$ cat config.mk
export PLATFORM = sky130hd
export DESIGN_NAME = cpkl_top
export DESIGN_NICKNAME = d
export VERILOG_FILES = /design/src/verilog/cpkl_pkg.sv /design/src/verilog/cpkl_top.sv
export SDC_FILE = /design/constraint.sdc
export NUM_CORES = 1
export LEC_CHECK = 0
export ABC_AREA = 1
export ABC_CLOCK_PERIOD_IN_PS = 2300
export BUFFER_PORTS_ARGS = -buffer_cell sky130_fd_sc_hd__buf_2
export CORE_MARGIN = 2
export CORE_UTILIZATION = 51
export CTS_CLUSTER_SIZE = 14
export DETAILED_ROUTE_END_ITERATION = 16
export PLACE_DENSITY = 0.69
export REMOVE_ABC_BUFFERS = 1
export SYNTH_ARGS = -nofsm -noshare
export SYNTH_HDL_FRONTEND = slang
export SYNTH_SLANG_ARGS = --single-unit
$ cat constraint.sdc
create_clock -name clk -period 2.3 [get_ports clk]
set_input_delay 0.23 -clock clk [delete_from_list [all_inputs] [get_ports clk]]
set_output_delay 0.23 -clock clk [all_outputs]
set_load 0.01 [all_outputs]
$ cat src/verilog/cpkl_pkg.sv
// constants and carrier types for the cipher port and key loader
`default_nettype none
package cpkl_pkg;
  // register byte addresses
  localparam logic [7:0] A_CTRL  = 8'h00;
  localparam logic [7:0] A_INSTR = 8'h04;
  localparam logic [7:0] A_STAT  = 8'h08;
  localparam logic [7:0] A_IRQ   = 8'h0C;
  localparam logic [7:0] A_MASK  = 8'h10;
  localparam logic [7:0] A_ISRH  = 8'h14;
  localparam logic [7:0] A_ISRL  = 8'h18;
  localparam logic [7:0] A_OSRH  = 8'h1C;
  localparam logic [7:0] A_OSRL  = 8'h20;
  localparam logic [7:0] A_KEYH  = 8'h24;
  localparam logic [7:0] A_KEYL  = 8'h28;
  // port configuration bits
  localparam int C_ISR_SLV = 0;
  localparam int C_OSR_SLV = 1;
  localparam int C_S_SER   = 2;
  localparam int C_M_SER   = 3;
  localparam int C_KEY_PAR = 4;
  localparam int CTRL_W    = 5;
  localparam logic [CTRL_W-1:0] CTRL_RST = 5'h00;
  // microcode instruction bits
  localparam int I_SERIAL = 0;
  localparam int I_ACT    = 1;
  localparam int I_END    = 2;
  localparam int I_CLISRF = 3;
  localparam int INSTR_W  = 4;
  // status byte bits
  localparam int S_KREQ = 3;
  localparam int S_ISRF = 4;
  localparam int S_OSRE = 5;
  localparam int S_ACT  = 6;
  localparam int S_PF   = 7;
  // interrupt event bits
  localparam int E_ISRF = 0;
  localparam int E_OSRE = 1;
  localparam int E_KEYD = 2;
  localparam int E_PF   = 3;
  localparam int EV_W   = 4;
  // sizes and counts
  localparam logic [6:0] SR_BITS  = 7'h40;
  localparam logic [6:0] KEY_CLKS = 7'h40;
  localparam logic [6:0] KEY_BYTES = 7'h08;
  localparam int KEY_BITS = 56;
  typedef struct packed {
    logic       s_wr_n;
    logic       s_rd_n;
    logic       m_wr_n;
    logic       m_rd_n;
    logic       k_clk;
    logic       k_dat;
    logic       s_sel_n;
    logic       s_addr;
    logic       s_ser;
    logic       m_ser;
    logic [2:0] m_addr;
    logic [7:0] s_par;
    logic [7:0] m_par;
  } cpkl_pins_t;
endpackage
`default_nettype wire

$ cat src/verilog/cpkl_top.sv
// port, serial key entry and flag logic of the cipher processor
//
// Implementation choices: the address map and register access over AHB-Lite.
`default_nettype none
// Summary of operation
// RULE_01: key_request_n low while waiting for key; set by serial+act; in status.
// RULE_02: active output high, set only by the act instruction.
// RULE_03: parity_fail_n low if any key byte had even parity; in status.
// RULE_04: parity flag updated on 8th master write or 64th serial key clock.
// RULE_05: one microcode instruction executes every two clocks.
// RULE_06: host strobes are asynchronous to clk and still accepted.
// RULE_07: serial pins shift into input or out of output register per config.
// RULE_08: serial pins carry most significant bit first.
// RULE_09: slave serial uses slave strobes and flag, reaches only shift registers.
// RULE_10: master serial active only when selected and master address 0.
// RULE_11: serial key bit latched on each falling key clock edge.
// RULE_12: key entered msb first; every 8th bit is odd parity of seven.
// RULE_13: parity error only flags; full 56-bit key still loaded.
// RULE_14: slave 8-bit parallel bus writes input, reads output and status.
// RULE_15: serial key input ignored after 64 key clocks.
// RULE_16: slave select high tri-states all slave port outputs; the code gates only the bus and serial drives, slave_flag stays driven.
// RULE_17: every async strobe passes two flops and edge detection.
// RULE_18: parity over each 8-bit group; even count of ones latches fail.
module cpkl_top (
  input  wire logic        clk,              // 20 MHz clock
  input  wire logic        nrst,             // async reset, active low
  input  wire logic        hsel,             // ahb select
  input  wire logic [31:0] haddr,            // ahb address
  input  wire logic [1:0]  htrans,           // ahb transfer type
  input  wire logic        hwrite,           // ahb write
  input  wire logic [2:0]  hsize,            // ahb size
  input  wire logic [31:0] hwdata,           // ahb write data
  input  wire logic        hready,           // ahb bus ready
  output logic [31:0]      hrdata,           // ahb read data
  output logic             hreadyout,        // ahb slave ready
  output logic             hresp,            // ahb response
  output logic             irq,              // level interrupt
  input  wire logic        slave_wr_n,       // slave write strobe
  input  wire logic        slave_rd_n,       // slave read strobe
  input  wire logic        slave_select_n,   // slave chip select
  input  wire logic        slave_addr,       // slave register address
  output logic             slave_flag,       // slave shift flag
  input  wire logic [7:0]  slave_par_bus_i,  // slave bus in
  output logic [7:0]       slave_par_bus_o,  // slave bus out
  output logic             slave_par_bus_oe, // slave bus drive
  input  wire logic        slave_serial_io_i, // slave serial in
  output logic             slave_serial_io_o, // slave serial out
  output logic             slave_serial_io_oe, // slave serial drive
  input  wire logic        master_wr_n,      // master write strobe
  input  wire logic        master_rd_n,      // master read strobe
  input  wire logic [2:0]  master_addr,      // master register address
  input  wire logic [7:0]  master_par_in,    // master bus in
  output logic             master_flag_a,    // master flag a
  output logic             master_flag_b,    // master flag b
  input  wire logic        master_serial_io_i, // master serial in
  output logic             master_serial_io_o, // master serial out
  output logic             master_serial_io_oe, // master serial drive
  input  wire logic        key_serial_in,    // serial key data
  input  wire logic        key_serial_clk,   // serial key clock
  output logic             key_request_n,    // key request, active low
  output logic             active,           // activity flag
  output logic             parity_fail_n     // parity fail, active low
);
  cpkl_pkg::cpkl_pins_t raw, s1_q, s2_q, pv_q;
  assign raw = '{slave_wr_n, slave_rd_n, master_wr_n, master_rd_n, key_serial_clk,
                 key_serial_in, slave_select_n, slave_addr, slave_serial_io_i,
                 master_serial_io_i, master_addr, slave_par_bus_i, master_par_in};

  // two-flop synchroniser; edges are taken from the second stage only
  always_ff @(posedge clk or negedge nrst)
  begin
    if (!nrst)
    begin
      s1_q <= '1;
      s2_q <= '1;
      pv_q <= '1;
    end
    else
    begin
      s1_q <= raw;  // RULE_17
      s2_q <= s1_q;
      pv_q <= s2_q;
    end
  end

  logic sel, s_wr, s_rd_end, m_wr, m_rd_end, k_fall, m_a0;
  assign sel      = !s2_q.s_sel_n;
  assign m_a0     = (s2_q.m_addr == 3'h0);  // RULE_10
  assign s_wr     = s2_q.s_wr_n & !pv_q.s_wr_n & sel;  // RULE_06
  assign s_rd_end = s2_q.s_rd_n & !pv_q.s_rd_n & sel;
  assign m_wr     = s2_q.m_wr_n & !pv_q.m_wr_n & m_a0;
  assign m_rd_end = s2_q.m_rd_n & !pv_q.m_rd_n & m_a0;
  assign k_fall   = !s2_q.k_clk & pv_q.k_clk;  // RULE_11

  ////////////////////////////////////////////////////////////////
  logic [cpkl_pkg::CTRL_W-1:0]  ctrl_q, ctrl_d;
  logic [cpkl_pkg::INSTR_W-1:0] instr_q, instr_d;
  logic [cpkl_pkg::EV_W-1:0]    irq_q, irq_d, mask_q, mask_d, ev;
  logic [63:0] isr_q, isr_d, osr_q, osr_d;
  logic [31:0] osrh_q, osrh_d, hrdata_q, hrdata_d;
  logic [cpkl_pkg::KEY_BITS-1:0] key_q, key_d;
  logic [6:0]  icnt_q, icnt_d, ocnt_q, ocnt_d, kcnt_q, kcnt_d;
  logic [7:0]  wa_q, wa_d, spo_q, spo_d, stat;
  logic pend_q, pend_d, ph_q, ph_d, kreq_q, kreq_d, act_q, act_d;
  logic pf_q, pf_d, bad_q, bad_d, gpar_q, gpar_d, isrf_q, isrf_d;
  logic osre_q, osre_d, wr_q, wr_d;
  logic exec, isr_wr, ser_in, in_bit, osr_rd, k_take, p_take, grp_end, pf_upd, wsel;

  assign exec = ph_q & pend_q;  // RULE_05
  assign wsel = hsel & htrans[1] & hready;
  assign stat = {pf_q, act_q, osre_q, isrf_q, kreq_q, 3'h0};  // RULE_01

  // input register source: slave or master, serial or parallel
  always_comb
  begin
    if (ctrl_q[cpkl_pkg::C_ISR_SLV])
    begin
      isr_wr = s_wr & (ctrl_q[cpkl_pkg::C_S_SER] | !s2_q.s_addr);  // RULE_09 RULE_14
      ser_in = ctrl_q[cpkl_pkg::C_S_SER];
      in_bit = s2_q.s_ser;
    end
    else
    begin
      isr_wr = m_wr & !ctrl_q[cpkl_pkg::C_KEY_PAR];  // RULE_10
      ser_in = ctrl_q[cpkl_pkg::C_M_SER];
      in_bit = s2_q.m_ser;
    end
  end

  assign osr_rd = ctrl_q[cpkl_pkg::C_OSR_SLV] ? s_rd_end & (ctrl_q[cpkl_pkg::C_S_SER]
                  | !s2_q.s_addr) : m_rd_end;
  assign k_take = k_fall & kreq_q & (kcnt_q < cpkl_pkg::KEY_CLKS);  // RULE_15
  assign p_take = m_wr & ctrl_q[cpkl_pkg::C_KEY_PAR] & (kcnt_q < cpkl_pkg::KEY_BYTES);
  assign grp_end = (kcnt_q[2:0] == 3'h7);
  assign pf_upd = (k_take & (kcnt_q == cpkl_pkg::KEY_CLKS - 7'h01))
                | (p_take & (kcnt_q == cpkl_pkg::KEY_BYTES - 7'h01));  // RULE_04

  always_comb
  begin
    ctrl_d = ctrl_q;
    instr_d = instr_q;
    pend_d = pend_q & !exec;
    ph_d = !ph_q;
    kreq_d = kreq_q;
    act_d = act_q;
    pf_d = pf_q;
    bad_d = bad_q;
    gpar_d = gpar_q;
    key_d = key_q;
    kcnt_d = kcnt_q;
    isr_d = isr_q;
    icnt_d = icnt_q;
    isrf_d = isrf_q;
    osr_d = osr_q;
    ocnt_d = ocnt_q;
    osre_d = osre_q;
    osrh_d = osrh_q;
    mask_d = mask_q;
    ev = '0;
    wa_d = wsel ? haddr[7:0] : wa_q;
    wr_d = wsel & hwrite;
    hrdata_d = hrdata_q;
    spo_d = s2_q.s_addr ? stat : osr_q[63:56];  // RULE_14
    if (exec)
    begin
      if (instr_q[cpkl_pkg::I_SERIAL] & instr_q[cpkl_pkg::I_ACT])
      begin
        kreq_d = 1'b1;  // RULE_01
        kcnt_d = '0;
        bad_d = 1'b0;
        gpar_d = 1'b0;
      end
      if (instr_q[cpkl_pkg::I_ACT])
        act_d = 1'b1;  // RULE_02
      if (instr_q[cpkl_pkg::I_END])
      begin
        kreq_d = 1'b0;
        act_d = 1'b0;
      end
      if (instr_q[cpkl_pkg::I_CLISRF])
      begin
        isrf_d = 1'b0;
        icnt_d = '0;
      end
    end
    // serial key: seven data bits kept, eighth checked as odd parity
    if (k_take)
    begin
      kcnt_d = kcnt_q + 7'h01;
      gpar_d = gpar_q ^ s2_q.k_dat;
      if (grp_end)
      begin
        gpar_d = 1'b0;
        bad_d = bad_q | !(gpar_q ^ s2_q.k_dat);  // RULE_12 RULE_18
      end
      else
        key_d = {key_q[54:0], s2_q.k_dat};  // RULE_08 RULE_13
      if (pf_upd)
      begin
        kreq_d = 1'b0;
        pf_d = bad_q | (grp_end & !(gpar_q ^ s2_q.k_dat));  // RULE_03
        ev[cpkl_pkg::E_KEYD] = 1'b1;
      end
    end
    // parallel key bytes from master writes
    if (p_take)
    begin
      kcnt_d = kcnt_q + 7'h01;
      key_d = {key_q[48:0], s2_q.m_par[7:1]};  // RULE_13
      bad_d = bad_q | !(^s2_q.m_par);  // RULE_18
      if (pf_upd)
      begin
        pf_d = bad_q | !(^s2_q.m_par);  // RULE_04
        ev[cpkl_pkg::E_KEYD] = 1'b1;
      end
    end
    ev[cpkl_pkg::E_PF] = pf_upd & pf_d;
    if (isr_wr & !isrf_q)
    begin
      if (ser_in)
      begin
        isr_d = {isr_q[62:0], in_bit};  // RULE_07 RULE_08
        icnt_d = icnt_q + 7'h01;
      end
      else
      begin
        isr_d = {isr_q[55:0], ctrl_q[cpkl_pkg::C_ISR_SLV] ? s2_q.s_par : s2_q.m_par};
        icnt_d = icnt_q + 7'h08;
      end
      if (icnt_d >= cpkl_pkg::SR_BITS)
      begin
        isrf_d = 1'b1;
        ev[cpkl_pkg::E_ISRF] = 1'b1;
      end
    end
    if (osr_rd & !osre_q)
    begin
      osr_d = ctrl_q[cpkl_pkg::C_OSR_SLV] & !ctrl_q[cpkl_pkg::C_S_SER]
              | !ctrl_q[cpkl_pkg::C_OSR_SLV] & !ctrl_q[cpkl_pkg::C_M_SER]
              ? {osr_q[55:0], 8'h00} : {osr_q[62:0], 1'b0};  // RULE_07
      // parallel read drains a byte, serial read one bit
      ocnt_d = ocnt_q + ((ctrl_q[cpkl_pkg::C_OSR_SLV] ? ctrl_q[cpkl_pkg::C_S_SER]
               : ctrl_q[cpkl_pkg::C_M_SER]) ? 7'h01 : 7'h08);
      if (ocnt_d >= cpkl_pkg::SR_BITS)
      begin
        osre_d = 1'b1;
        ev[cpkl_pkg::E_OSRE] = 1'b1;
      end
    end
    if (wr_q)
    begin
      unique case (wa_q)
        cpkl_pkg::A_CTRL:
        begin
          ctrl_d = hwdata[cpkl_pkg::CTRL_W-1:0];
          kcnt_d = '0;
          bad_d = 1'b0;
        end
        cpkl_pkg::A_INSTR:
        begin
          instr_d = hwdata[cpkl_pkg::INSTR_W-1:0];
          pend_d = 1'b1;
        end
        cpkl_pkg::A_MASK: mask_d = hwdata[cpkl_pkg::EV_W-1:0];
        cpkl_pkg::A_OSRH: osrh_d = hwdata;
        cpkl_pkg::A_OSRL:
        begin
          osr_d = {osrh_q, hwdata};
          ocnt_d = '0;
          osre_d = 1'b0;
        end
        default: ;
      endcase
    end
    // set wins over write-one-to-clear
    irq_d = (irq_q & ~((wr_q && wa_q == cpkl_pkg::A_IRQ) ? hwdata[cpkl_pkg::EV_W-1:0]
            : '0)) | ev;
    if (wsel & !hwrite)
    begin
      unique case (haddr[7:0])
        cpkl_pkg::A_CTRL: hrdata_d = {27'h0, ctrl_q};
        cpkl_pkg::A_STAT: hrdata_d = {24'h0, stat};
        cpkl_pkg::A_IRQ:  hrdata_d = {28'h0, irq_q};
        cpkl_pkg::A_MASK: hrdata_d = {28'h0, mask_q};
        cpkl_pkg::A_ISRH: hrdata_d = isr_q[63:32];
        cpkl_pkg::A_ISRL: hrdata_d = isr_q[31:0];
        cpkl_pkg::A_OSRH: hrdata_d = osr_q[63:32];
        cpkl_pkg::A_OSRL: hrdata_d = osr_q[31:0];
        cpkl_pkg::A_KEYH: hrdata_d = {8'h00, key_q[55:32]};
        cpkl_pkg::A_KEYL: hrdata_d = key_q[31:0];
        default:          hrdata_d = 32'h0000_0000;
      endcase
    end
  end

  always_ff @(posedge clk or negedge nrst)
  begin
    if (!nrst)
    begin
      ctrl_q <= cpkl_pkg::CTRL_RST;
      instr_q <= '0;
      pend_q <= 1'b0;
      ph_q <= 1'b0;
      kreq_q <= 1'b0;
      act_q <= 1'b0;
      pf_q <= 1'b0;
      bad_q <= 1'b0;
      gpar_q <= 1'b0;
      key_q <= '0;
      kcnt_q <= '0;
      isr_q <= '0;
      icnt_q <= '0;
      isrf_q <= 1'b0;
      osr_q <= '0;
      ocnt_q <= '0;
      osre_q <= 1'b1;
      osrh_q <= '0;
      irq_q <= '0;
      mask_q <= '0;
      wa_q <= '0;
      wr_q <= 1'b0;
      hrdata_q <= '0;
      spo_q <= '0;
    end
    else
    begin
      ctrl_q <= ctrl_d;
      instr_q <= instr_d;
      pend_q <= pend_d;
      ph_q <= ph_d;
      kreq_q <= kreq_d;
      act_q <= act_d;
      pf_q <= pf_d;
      bad_q <= bad_d;
      gpar_q <= gpar_d;
      key_q <= key_d;
      kcnt_q <= kcnt_d;
      isr_q <= isr_d;
      icnt_q <= icnt_d;
      isrf_q <= isrf_d;
      osr_q <= osr_d;
      ocnt_q <= ocnt_d;
      osre_q <= osre_d;
      osrh_q <= osrh_d;
      irq_q <= irq_d;
      mask_q <= mask_d;
      wa_q <= wa_d;
      wr_q <= wr_d;
      hrdata_q <= hrdata_d;
      spo_q <= spo_d;
    end
  end

  ////////////////////////////////////////////////////////////////
  assign hrdata = hrdata_q;
  assign hreadyout = 1'b1;
  assign hresp = 1'b0;
  assign irq = |(irq_q & mask_q);
  assign key_request_n = !kreq_q;  // RULE_01
  assign active = act_q;  // RULE_02
  assign parity_fail_n = !pf_q;  // RULE_03
  assign slave_flag = ctrl_q[cpkl_pkg::C_ISR_SLV] ? isrf_q : osre_q;  // RULE_09
  assign master_flag_a = ctrl_q[cpkl_pkg::C_OSR_SLV] ? isrf_q
                         : (ctrl_q[cpkl_pkg::C_ISR_SLV] ? osre_q : !osre_q);
  assign master_flag_b = isrf_q;
  assign slave_par_bus_o = spo_q;
  assign slave_par_bus_oe = sel & !s2_q.s_rd_n & !ctrl_q[cpkl_pkg::C_S_SER];  // RULE_16
  assign slave_serial_io_o = osr_q[63];  // RULE_08
  assign slave_serial_io_oe = sel & !s2_q.s_rd_n & ctrl_q[cpkl_pkg::C_S_SER]
                              & ctrl_q[cpkl_pkg::C_OSR_SLV];  // RULE_16
  assign master_serial_io_o = osr_q[63];
  assign master_serial_io_oe = m_a0 & !s2_q.m_rd_n & ctrl_q[cpkl_pkg::C_M_SER]
                               & !ctrl_q[cpkl_pkg::C_OSR_SLV];  // RULE_10
endmodule
`default_nettype wire

# [Word-level counts from Yosys, hierarchy flattened]
# Index checks and enable logic that the tools add are counted.
# W data, S select, Z words.
[totals] elab_cells=247 register_bits=375 output_inout_bits=54 in_bits=103
[classes] bitwise=49 n_reduce_logical=42 n_lt_le_gt_ge=4 n_mux=75 n_addsub=4 eq_ne=18
[ops] op="$mux W64" count=5
[ops] op="$pmux W32 S10" count=1
[ops] op="$mux W56" count=3
[ops] op="$mux W7" count=14
[ops] op="$eq A8 B5 Y1 const B" count=6
[ops] op="$mux W1" count=48
[ops] op="$and A1 B1 Y1" count=38
[ops] op="$eq A8 B6 Y1 const B" count=4
[ops] op="$eq A8 B4 Y1 const B" count=3
[ops] op="$logic_not A1 Y1" count=22
[ops] op="$logic_not A8 Y1" count=2
[ops] op="$mux W8" count=2
[ops] op="$reduce_and A2 Y1" count=8
[ops] op="$add A7 B1 Y7 const B" count=2
[ops] op="$ge A7 B7 Y1 const B" count=2
[ops] op="$reduce_bool A2 Y1" count=6
[ops] op="$and A4 B4 Y4" count=2
[ops] op="$eq A8 B3 Y1 const B" count=1
[ops] op="$mux W4" count=2
[ops] op="$reduce_xor A8 Y1" count=1
[ops] op="$add A7 B4 Y7" count=1
[ops] op="$add A7 B4 Y7 const B" count=1
[ops] op="$eq A7 B3 Y1 const B" count=1
[ops] op="$eq A7 B6 Y1 const B" count=1
[ops] op="other kinds (11)" count=16

# [Logic depth before layout (Yosys ltp)]
# Gate-level depths: netlist (run 1).
[logic_depth] ltp_word=13 ltp_mapped=14 mapped_depth_nobuf=13

# [Worst setup path after synthesis (run 1)]
# OpenSTA, ideal clock, no wires.
[synth_path] path_type="register to register" start="register ctrl_q[1] (netlist name)" end="register ocnt_q[6]" path_slack_ps=301 arrival_time_ps=1878 period_less_slack_ps=1999 required_ps=2179 n_path_buf=1 setup_ps=121 path_stages_with_launch=15 cell_sequence="dfrtp_1 inv_2 nand2_1 nand2_2 buf_2 ha_1 ha_1 nand3_1 nand2_1 nand2_1 nor2_1 xnor2_1 nor2_1 a21oi_1 nor2_1"
[synth_between] elab_chain_cells=6 elab_cells_between_ends=8 cone_classes="add/sub (1); mux (6); bitwise (1)"
[synth_rtl] element="start, declared" line="cpkl_top.sv:96" source="logic [cpkl_pkg::CTRL_W-1:0] ctrl_q, ctrl_d;"
[synth_rtl] element="start signal, assigned" line="cpkl_top.sv:300" source="ctrl_q <= cpkl_pkg::CTRL_RST;"
[synth_rtl] element="start signal, assigned" line="cpkl_top.sv:327" source="ctrl_q <= ctrl_d;"
[synth_rtl] element="$mux W1" line="cpkl_top.sv:242" source="ocnt_d = ocnt_q + ((ctrl_q[cpkl_pkg::C_OSR_SLV] ? ctrl_q[cpkl_pkg::C_S_SER]"
[synth_rtl] element="$mux W4" line="cpkl_top.sv:243" source=": ctrl_q[cpkl_pkg::C_M_SER]) ? 7'h01 : 7'h08);"
[synth_rtl] element="$add A7 B4 Y7" line="cpkl_top.sv:242"
[synth_rtl] element="$mux W7 *" line="cpkl_top.sv:236" source="if (osr_rd & !osre_q)"
[synth_rtl] element="$mux W7" line="cpkl_top.sv:252" source="unique case (wa_q)"
[synth_rtl] element="$mux W7 *" line="cpkl_top.sv:250" source="if (wr_q)"
[synth_rtl] element="via ocnt_d[6]" line="cpkl_top.sv:102" source="logic [6:0] icnt_q, icnt_d, ocnt_q, ocnt_d, kcnt_q, kcnt_d;"
[synth_rtl] element="end signal, assigned" line="cpkl_top.sv:342" source="ocnt_q <= ocnt_d;"
[synth_rtl] element="end, declared" line="cpkl_top.sv:102"
# Mark *: on every way through the listed nets, which the timed path passes. The rest lies on a longest branch.
# A chain may end at the register's enable or synchronous reset.

# [Worst setup path in the final report (run 1)]
[layout_path] start="register s2_q[21] (netlist name)" end="register isr_q[18]"
[layout_between] elab_chain_cells=5
[layout_rtl] element="start, declared" line="cpkl_top.sv:64" source="cpkl_pkg::cpkl_pins_t raw, s1_q, s2_q, pv_q;"
[layout_rtl] element="start signal, assigned" line="cpkl_top.sv:81" source="s2_q <= s1_q;"
[layout_rtl] element="$logic_not A1 Y1" line="cpkl_top.sv:118" source="isr_wr = s_wr & (ctrl_q[cpkl_pkg::C_S_SER] | !s2_q.s_addr);"
[layout_rtl] element="$or A1 B1 Y1" line="cpkl_top.sv:118"
[layout_rtl] element="$and A1 B1 Y1" line="cpkl_top.sv:118"
[layout_rtl] element="$mux W1" line="cpkl_top.sv:116" source="if (ctrl_q[cpkl_pkg::C_ISR_SLV])"
[layout_rtl] element="$and A1 B1 Y1" line="cpkl_top.sv:218" source="if (isr_wr & !isrf_q)"
[layout_rtl] element="end signal, assigned" line="cpkl_top.sv:338" source="isr_q <= isr_d;"
[layout_rtl] element="end, declared" line="cpkl_top.sv:99" source="logic [63:0] isr_q, isr_d, osr_q, osr_d;"
# Every way passes these cells.

==> results.md, run 1 <==
- Pre-CTS WS: 0.142 ns
- Kind of critical path: reg -> reg
- RSZ-0062 raised after global routing: yes
- Antenna Nets Post-Route: 0
- Max Buffers Root-to-Sink: 3
- Drc violations: 0
- Htree depth: 2
- Clock slew at reported path FFs: 0.06 ns
- DR pass1 iterations: 6
- GRT Util Overall: roughly 29%
- Area grow syn2layout: 19.1%
- Nets: about 2400
- Final Hold Violating Endpoints: 0
- Die area: around 36000 µm²
- Worst-Margin Slew: between 0.7 and 0.8 ns
- DRT iter0 DRCs: 1572
- DRT Wirelength: 51000 µm
- Die width: approximately 190 µm
- Pleak: just over 10 nW
- First-pass GRT wire length: 81100 µm
- Hold Slack: 0.0149 ns
- # fillers: approximately 3000
- DR WL/cell: 18.5 µm
- Cell Count, Final, Fillers Out: about 2800
- Root buf cell: clkbuf_16
- Met2 WL: between 20000 and 25000 µm
- CP required: 2.76 ns
- Worst Path Arrival: ~2.6 ns
- Crit path max fanout: 60
- Layout cells sized above 1: roughly 16%
- Most frequent cells in the layout: 439 x nand2_1, 311 x dfrtp_1, 263 x inv_1
- Via/cell ratio: 5.63
- Die Y: 190 µm
- Final period util: a little over nine tenths
- Worst-Skew Late Latency: 0.55 ns
- Cell count after synthesis: 2095
- GPL Wtd Cong: 0.883
- Max Clock Freq: 0.460 GHz
- Worst Setup Start Kind: register
- Placed cells: approximately 2600
- Status: finished clean
- Tmin final: 2.17 ns
- Met3 Routed Length: 4020 µm
- Sequential area share after synthesis: 53.5%
- Tot Pwr: about 22 mW
- Final setup violation count: 0
- Largest net degree at the start of global routing: 81
- Synthesized area: ~18000 µm²
- Reg2reg setup slack: 0.13 ns
- Cell area after layout: 21100 µm²
- CTS tree: built
- Row cnt: 68
- Mapped Avg Cell Area: 8.45 µm²
- GR Overflow Total: 0
- Number of synthesized register bits: roughly 380
- Vias in the first global route: 14900
- Clk sinks: 375
- # port buffers: roughly 130
- Total number of yosys warnings: 0
- CTS buffer count: slightly above 40
- Vias: 15500
- Synth cell types: between 40 and 50
- Final worst slack: between 0.1 and 0.15 ns
- Final core area utilization: 61.3%
- Clock skew: 0.0198 ns
- Metal-1 WL: roughly 22000 µm
- Hold WC Path Type: in -> reg
- Slew HR: 49.5%
- Pwr dens: ~1000 nW/µm²
- IO Pins: between 150 and 200
- Maximum VDD drop: 0.000690 V
- Slew Limit Fails: 0
- # Max-Cap Violations: 0
- Setup TNS: 0 ns
- Initial antenna violation count: 1
- Final HPWL DP: about 34000 µm
- Area after DPL: 18900 µm²
- DR top layer: met4
- Core Box Area: 34400 µm²
- Initial Utilization: 51.5%
- Worst Setup End Kind: register
- Commonest non-fill, non-tap cell in the layout: nand2_1
-- critical path: stages (launching register included) --
cell and delay [ns]:
dfstp_2 0.43, inv_2 0.19, nor2_2 0.08, nor3_2 0.13, nand3_1 0.11, nand2_2 0.22
buf_4 0.55, o22ai_1 0.18, a21oi_1 0.17
-- flip-flops by register name, indices dropped and copies added (netlist names), 4 cells and up --
signal           count
isr_q               64
slave_par_bus_o      8
s2_q                29
osrh_q              32
icnt_q               7
wa_q                 8
osr_q               64
hrdata              32
kcnt_q               7
s1_q                29
mask_q               4
ctrl_q               5
key_q               56
irq_q                4
pv_q                 5
ocnt_q               7
instr_q              4
-- synth_stat cells (all sizes together) --
| library cell | instances | area share, % |
|---|---|---|
| nand2 | 448 | 9.7 |
| dfrtp | 311 | 44 |
| inv | 276 | 5.9 |
| o21ai | 269 | 7.7 |
| nor2 | 178 | 3.8 |
| o22ai | 118 | 4.2 |
| nand3 | 101 | 2.9 |
| buf | 81 | 2.9 |
| a21oi | 64 | 1.8 |
| dfstp | 64 | 9.5 |
| o221ai | 55 | 2.7 |
| clkbuf | 40 | 0.86 |
| nor3 | 22 | 0.83 |
| o211ai | 17 | 0.72 |
| xor2 | 10 | 0.49 |
| ha | 7 | 0.49 |
| nand3b | 5 | 0.21 |
| nand4 | 5 | 0.18 |
| xnor2 | 5 | 0.25 |
| a22oi | 3 | 0.13 |
| mux2 | 3 | 0.19 |
| a31o | 2 | 0.099 |
| clkinv | 2 | 0.049 |
| conb | 2 | 0.042 |
| nor4 | 2 | 0.24 |
| or2 | 2 | 0.085 |
| a31oi | 1 | 0.035 |
| o2111ai | 1 | 0.049 |
| o31ai | 1 | 0.042 |
-- power breakdown --
part | internal [mW] | switching [mW] | total, mW | leakage [nW]
Sequential | 8.11 | 1.35 | 9.46 | 4.26
Combinational | 1.83 | 3.12 | 4.95 | 5.24
Clock | 4.49 | 2.76 | 7.26 | 0.747
-- cell families after synthesis --
group	count (synthesis)	synth area share [%]
and+or+nand+nor	763	17.9
AOI/OAI and AO/OA	531	17.5
buffers and inverters	399	9.66
DFF	375	53.5
xor gates and xnor gates	15	0.742
adders and majority gates	7	0.495
muxes	3	0.191
other	2	0.0424
-- final timing paths --
kind,cells after the start,endpoint,startpoint
min reg2reg,0,s2_q[25],s1_q[25]
max reg2reg,8,isr_q[18],s2_q[21]
min in group asynchronous,2,osr_q[21],nrst
min,3,osrh_q[18],hwdata[18]
max in group asynchronous,3,s1_q[24],nrst
max,8,isr_q[18],s2_q[21]
-- metal layers --
| layer | global-route usage (%) | vias to the layer above |
|---|---|---|
| met3 | 5.15 | 107 |
| met2 | 44.0 | 686 |
| met4 | 12.0 | 0 |
| met1 | 39.8 | 7439 |
| li1 | - | 7268 |
| met5 | 0 | - |
-- layout make-up --
cell class	instances	area [µm²]	share of cell area [%]
flip-flops and latches	375	9460	44.9
multi-input cells	1321	6540	31.0
repair buffers	247	1950	9.26
clock buffers	61	1260	6.00
inverters	278	1050	4.97
well taps	455	569	2.70
clock inverters	15	238	1.13
diodes	1	2.50	0.0119
-- what timing repair did --
item / 4_1_cts / 5_1_grt
hold buffers: 60 / 1
gates resized for setup: 0 / 2
setup endpoints to repair: 0 / 15
setup buffers: 0 / 2
hold endpoints to repair: 136 / 1
Note: power is estimated with default switching activity, not from simulation.
==> inputs of run 2 (changes only) <==
BUFFER_PORTS_ARGS = unset   (was -buffer_cell sky130_fd_sc_hd__buf_2)
DONT_BUFFER_PORTS = 1   (was unset)
PLACE_DENSITY = 0.65   (was 0.69)
==> run 2 against run 1 <==
Effect of this change:
- the run now ends with negative hold slack left
- worst hold slack worse by 0.62 ns
- critical path type unchanged
- sequential share of layout area increased by 2.1 points
- highest routed layer unchanged
- critical endpoint is now isr_q[52]
- register-to-register slack better by 0.05 ns
- die area is the same
- sequential power grew 0.7%
- combinational power down 7.9%
- global-route usage decreased by 0.075 points
- first-iteration DRC count increased by 5.4%
- clock power down 8.0%
- non-clock buffer count decreased by 131
- power down 4.1%
- clock skew down 0.0020 ns
==> results.md, run 2 (synthesis gave the netlist of run 1 again) <==
- Vias: 15000
- Cell Count, Final, Fillers Out: ~2600
- First-pass GRT wire length: between 80000 and 90000 µm
- Initial Utilization: 51.5%
- Slew HR: between 6 and 7%
- # Max-Cap Violations: 0
- Worst reg2reg endpoint: isr_q[52]
- Crit path top cell by count: inv_2
- DR WL/cell: 19.3 µm
- Antenna Nets Post-Route: 0
- DR pass1 iterations: 8
- Placed cells: 2476
- GR Overflow Total: 0
- Worst Path Arrival: ~2.6 ns
- Hold WC Path Type: in -> async
- Via/cell ratio: 5.73
- Maximum VDD drop: around 0.00070 V
- Clock slew at reported path FFs: around 0.06 ns
- # hold bufs at CTS: 69
- Slew Limit Fails: 0
- Crit path max fanout: 28
- Final Hold Violating Endpoints: 369
- CP required: 2.77 ns
- Initial antenna violation count: 0
- Die area: roughly 36000 µm²
- Final HPWL DP: around 34000 µm
- Clock skew: roughly 0.018 ns
- CTS tree: built
- Diode count: 0
- Die Y: around 190 µm
- WP buf/inv: 3
- Drc violations: 0
- GRT Util Overall: 28.4%
- Largest net degree at the start of global routing: 376
- Kind of critical path: reg -> reg
- Row cnt: 68
- Most frequent cells in the layout: 439 x nand2_1, 311 x dfrtp_1, 263 x inv_1
- Post-CTS Resized: 0
- IO Pins: between 150 and 200
- Worst-Margin Slew: 1.41 ns
- Clk sinks: approximately 380
- Die width: 190 µm
- GRT met1 Usage: 40.4%
- Max Clock Freq: between 0.4 and 0.5 GHz
- # fillers: about 3000
- Vias in the first global route: 14400
- Commonest non-fill, non-tap cell in the layout: nand2_1
- # port buffers: 0
- Setup bufs post-CTS: 0
- Core Box Area: around 34000 µm²
- Pwr dens: 1030 nW/µm²
- Status: finished with violations
- Tmin final: 2.12 ns
- Final setup violation count: 0
- Layout cells sized above 1: 10.2%
- CTS buffer count: 42
- Crit-path max cell delay: 0.66 ns
- Worst Setup End Kind: register
- Htree depth: 2
- Hold Slack: -0.608 ns
- Global route hottest layer: met2
- R2R Path Start: s2_q[21]
- GPL Wtd Cong: approximately 0.9
- Root buf cell: clkbuf_16
- Max Buffers Root-to-Sink: 3
- Area grow syn2layout: 13.8%
- Worst r2r path cells: 11
- Worst-Skew Late Latency: 0.56 ns
- Failing checks: negative hold slack
- DRT iter0 DRCs: 1657
- Final period util: 92.4%
- Nets: ~2200
- Largest regs: isr_q (64), osr_q (64), key_q (56)
- Crit-path slowest cell: dfstp_2
- Reg2reg setup slack: 0.18 ns
- DRT Wirelength: about 50000 µm
- Worst Setup Start Kind: register
- CP Cell Sequence: inv_2, nor2_2, nor3_2, nand3_1, nand2_2, inv_2, nor2_4, buf_4, nand2_1, o21ai_0, nor2_1
- Pleak: 9.52 nW
- RSZ-0062 raised after global routing: no
- Worst path top cell family by delay: flip-flops
- Met3 Use GR: 4.44%
- Met2 usage: approximately 44%
## run 2: cell types whose count changed in the layout (fill, tap and decap cells not counted), sizes merged
| cell | previous run | this run |
|---|---|---|
| buf | 186 | 47 |
| inv | 280 | 277 |
| bufinv | 6 | 3 |
| clkinv | 7 | 9 |
| clkbuf | 61 | 60 |
| diode | 1 | 0 |
| dlygate4sd3 | 61 | 69 |
| clkinvlp | 0 | 3 |
## run 2: worst max-delay path by stage
stage,cells after the start,end,startpoint
2_1_floorplan,6,key_q[0],kcnt_q[0]
4_1_cts,11,isr_q[52],s2_q[21]
3_5_place_dp,10,hrdata[31],haddr[0]
5_1_grt,11,isr_q[20],s2_q[21]
6_report,11,isr_q[52],s2_q[21]
3_3_place_gp,10,hrdata[31],haddr[0]
## run 2: worst reg2reg max path, stage by stage (launching register included)
cell	delay [ns]
dfstp_2	0.66
inv_2	0.16
nor2_2	0.16
nor3_2	0.05
nand3_1	0.07
nand2_2	0.11
inv_2	0.23
nor2_4	0.07
buf_4	0.23
nand2_1	0.09
o21ai_0	0.08
nor2_1	0.12
## run 2: per-stage QoR
stage | TNS (ns) | setup slack [ns] | utilization [%] | instance area (µm²) | total power [mW]
floorplan | -142.84 | -1.82 | - | 17000 | 12.3
global placement | 0 | 0.235 | 52.6 | 18100 | 13.8
detailed placement | 0 | 0.192 | 52.6 | 18100 | 14.0
CTS | 0 | 0.206 | 58.6 | 20100 | 20.8
global route | 0 | 0.0240 | 58.6 | 20100 | 22.0
finish | 0 | 0.175 | 58.6 | 20100 | 20.8
## run 2: where the power goes
group	total [mW]	switching [mW]	leakage, nW	internal [mW]
logic	4.56	2.85	4.59	1.71
registers	9.53	1.42	4.26	8.11
clock network	6.68	2.69	0.667	3.99
## run 2: layout make-up
class	instances	area (µm²)	area share, %
Sequential cell	375	9460	47.0
Multi-Input combinational cell	1321	6540	32.5
Clock buffer	60	1210	6.01
Timing Repair Buffer	116	1160	5.74
Inverter	278	1040	5.19
Tap cell	455	569	2.83
Clock inverter	14	156	0.777
## run 2: per-layer routing
layer	vias to the layer above	wire length [µm]	part of all wire, %
li1	7004	-	-
met1	7260	21700	43
met2	645	23400	46
met3	89	3900	7.7
met4	0	1600	3.2
met5	-	0	0
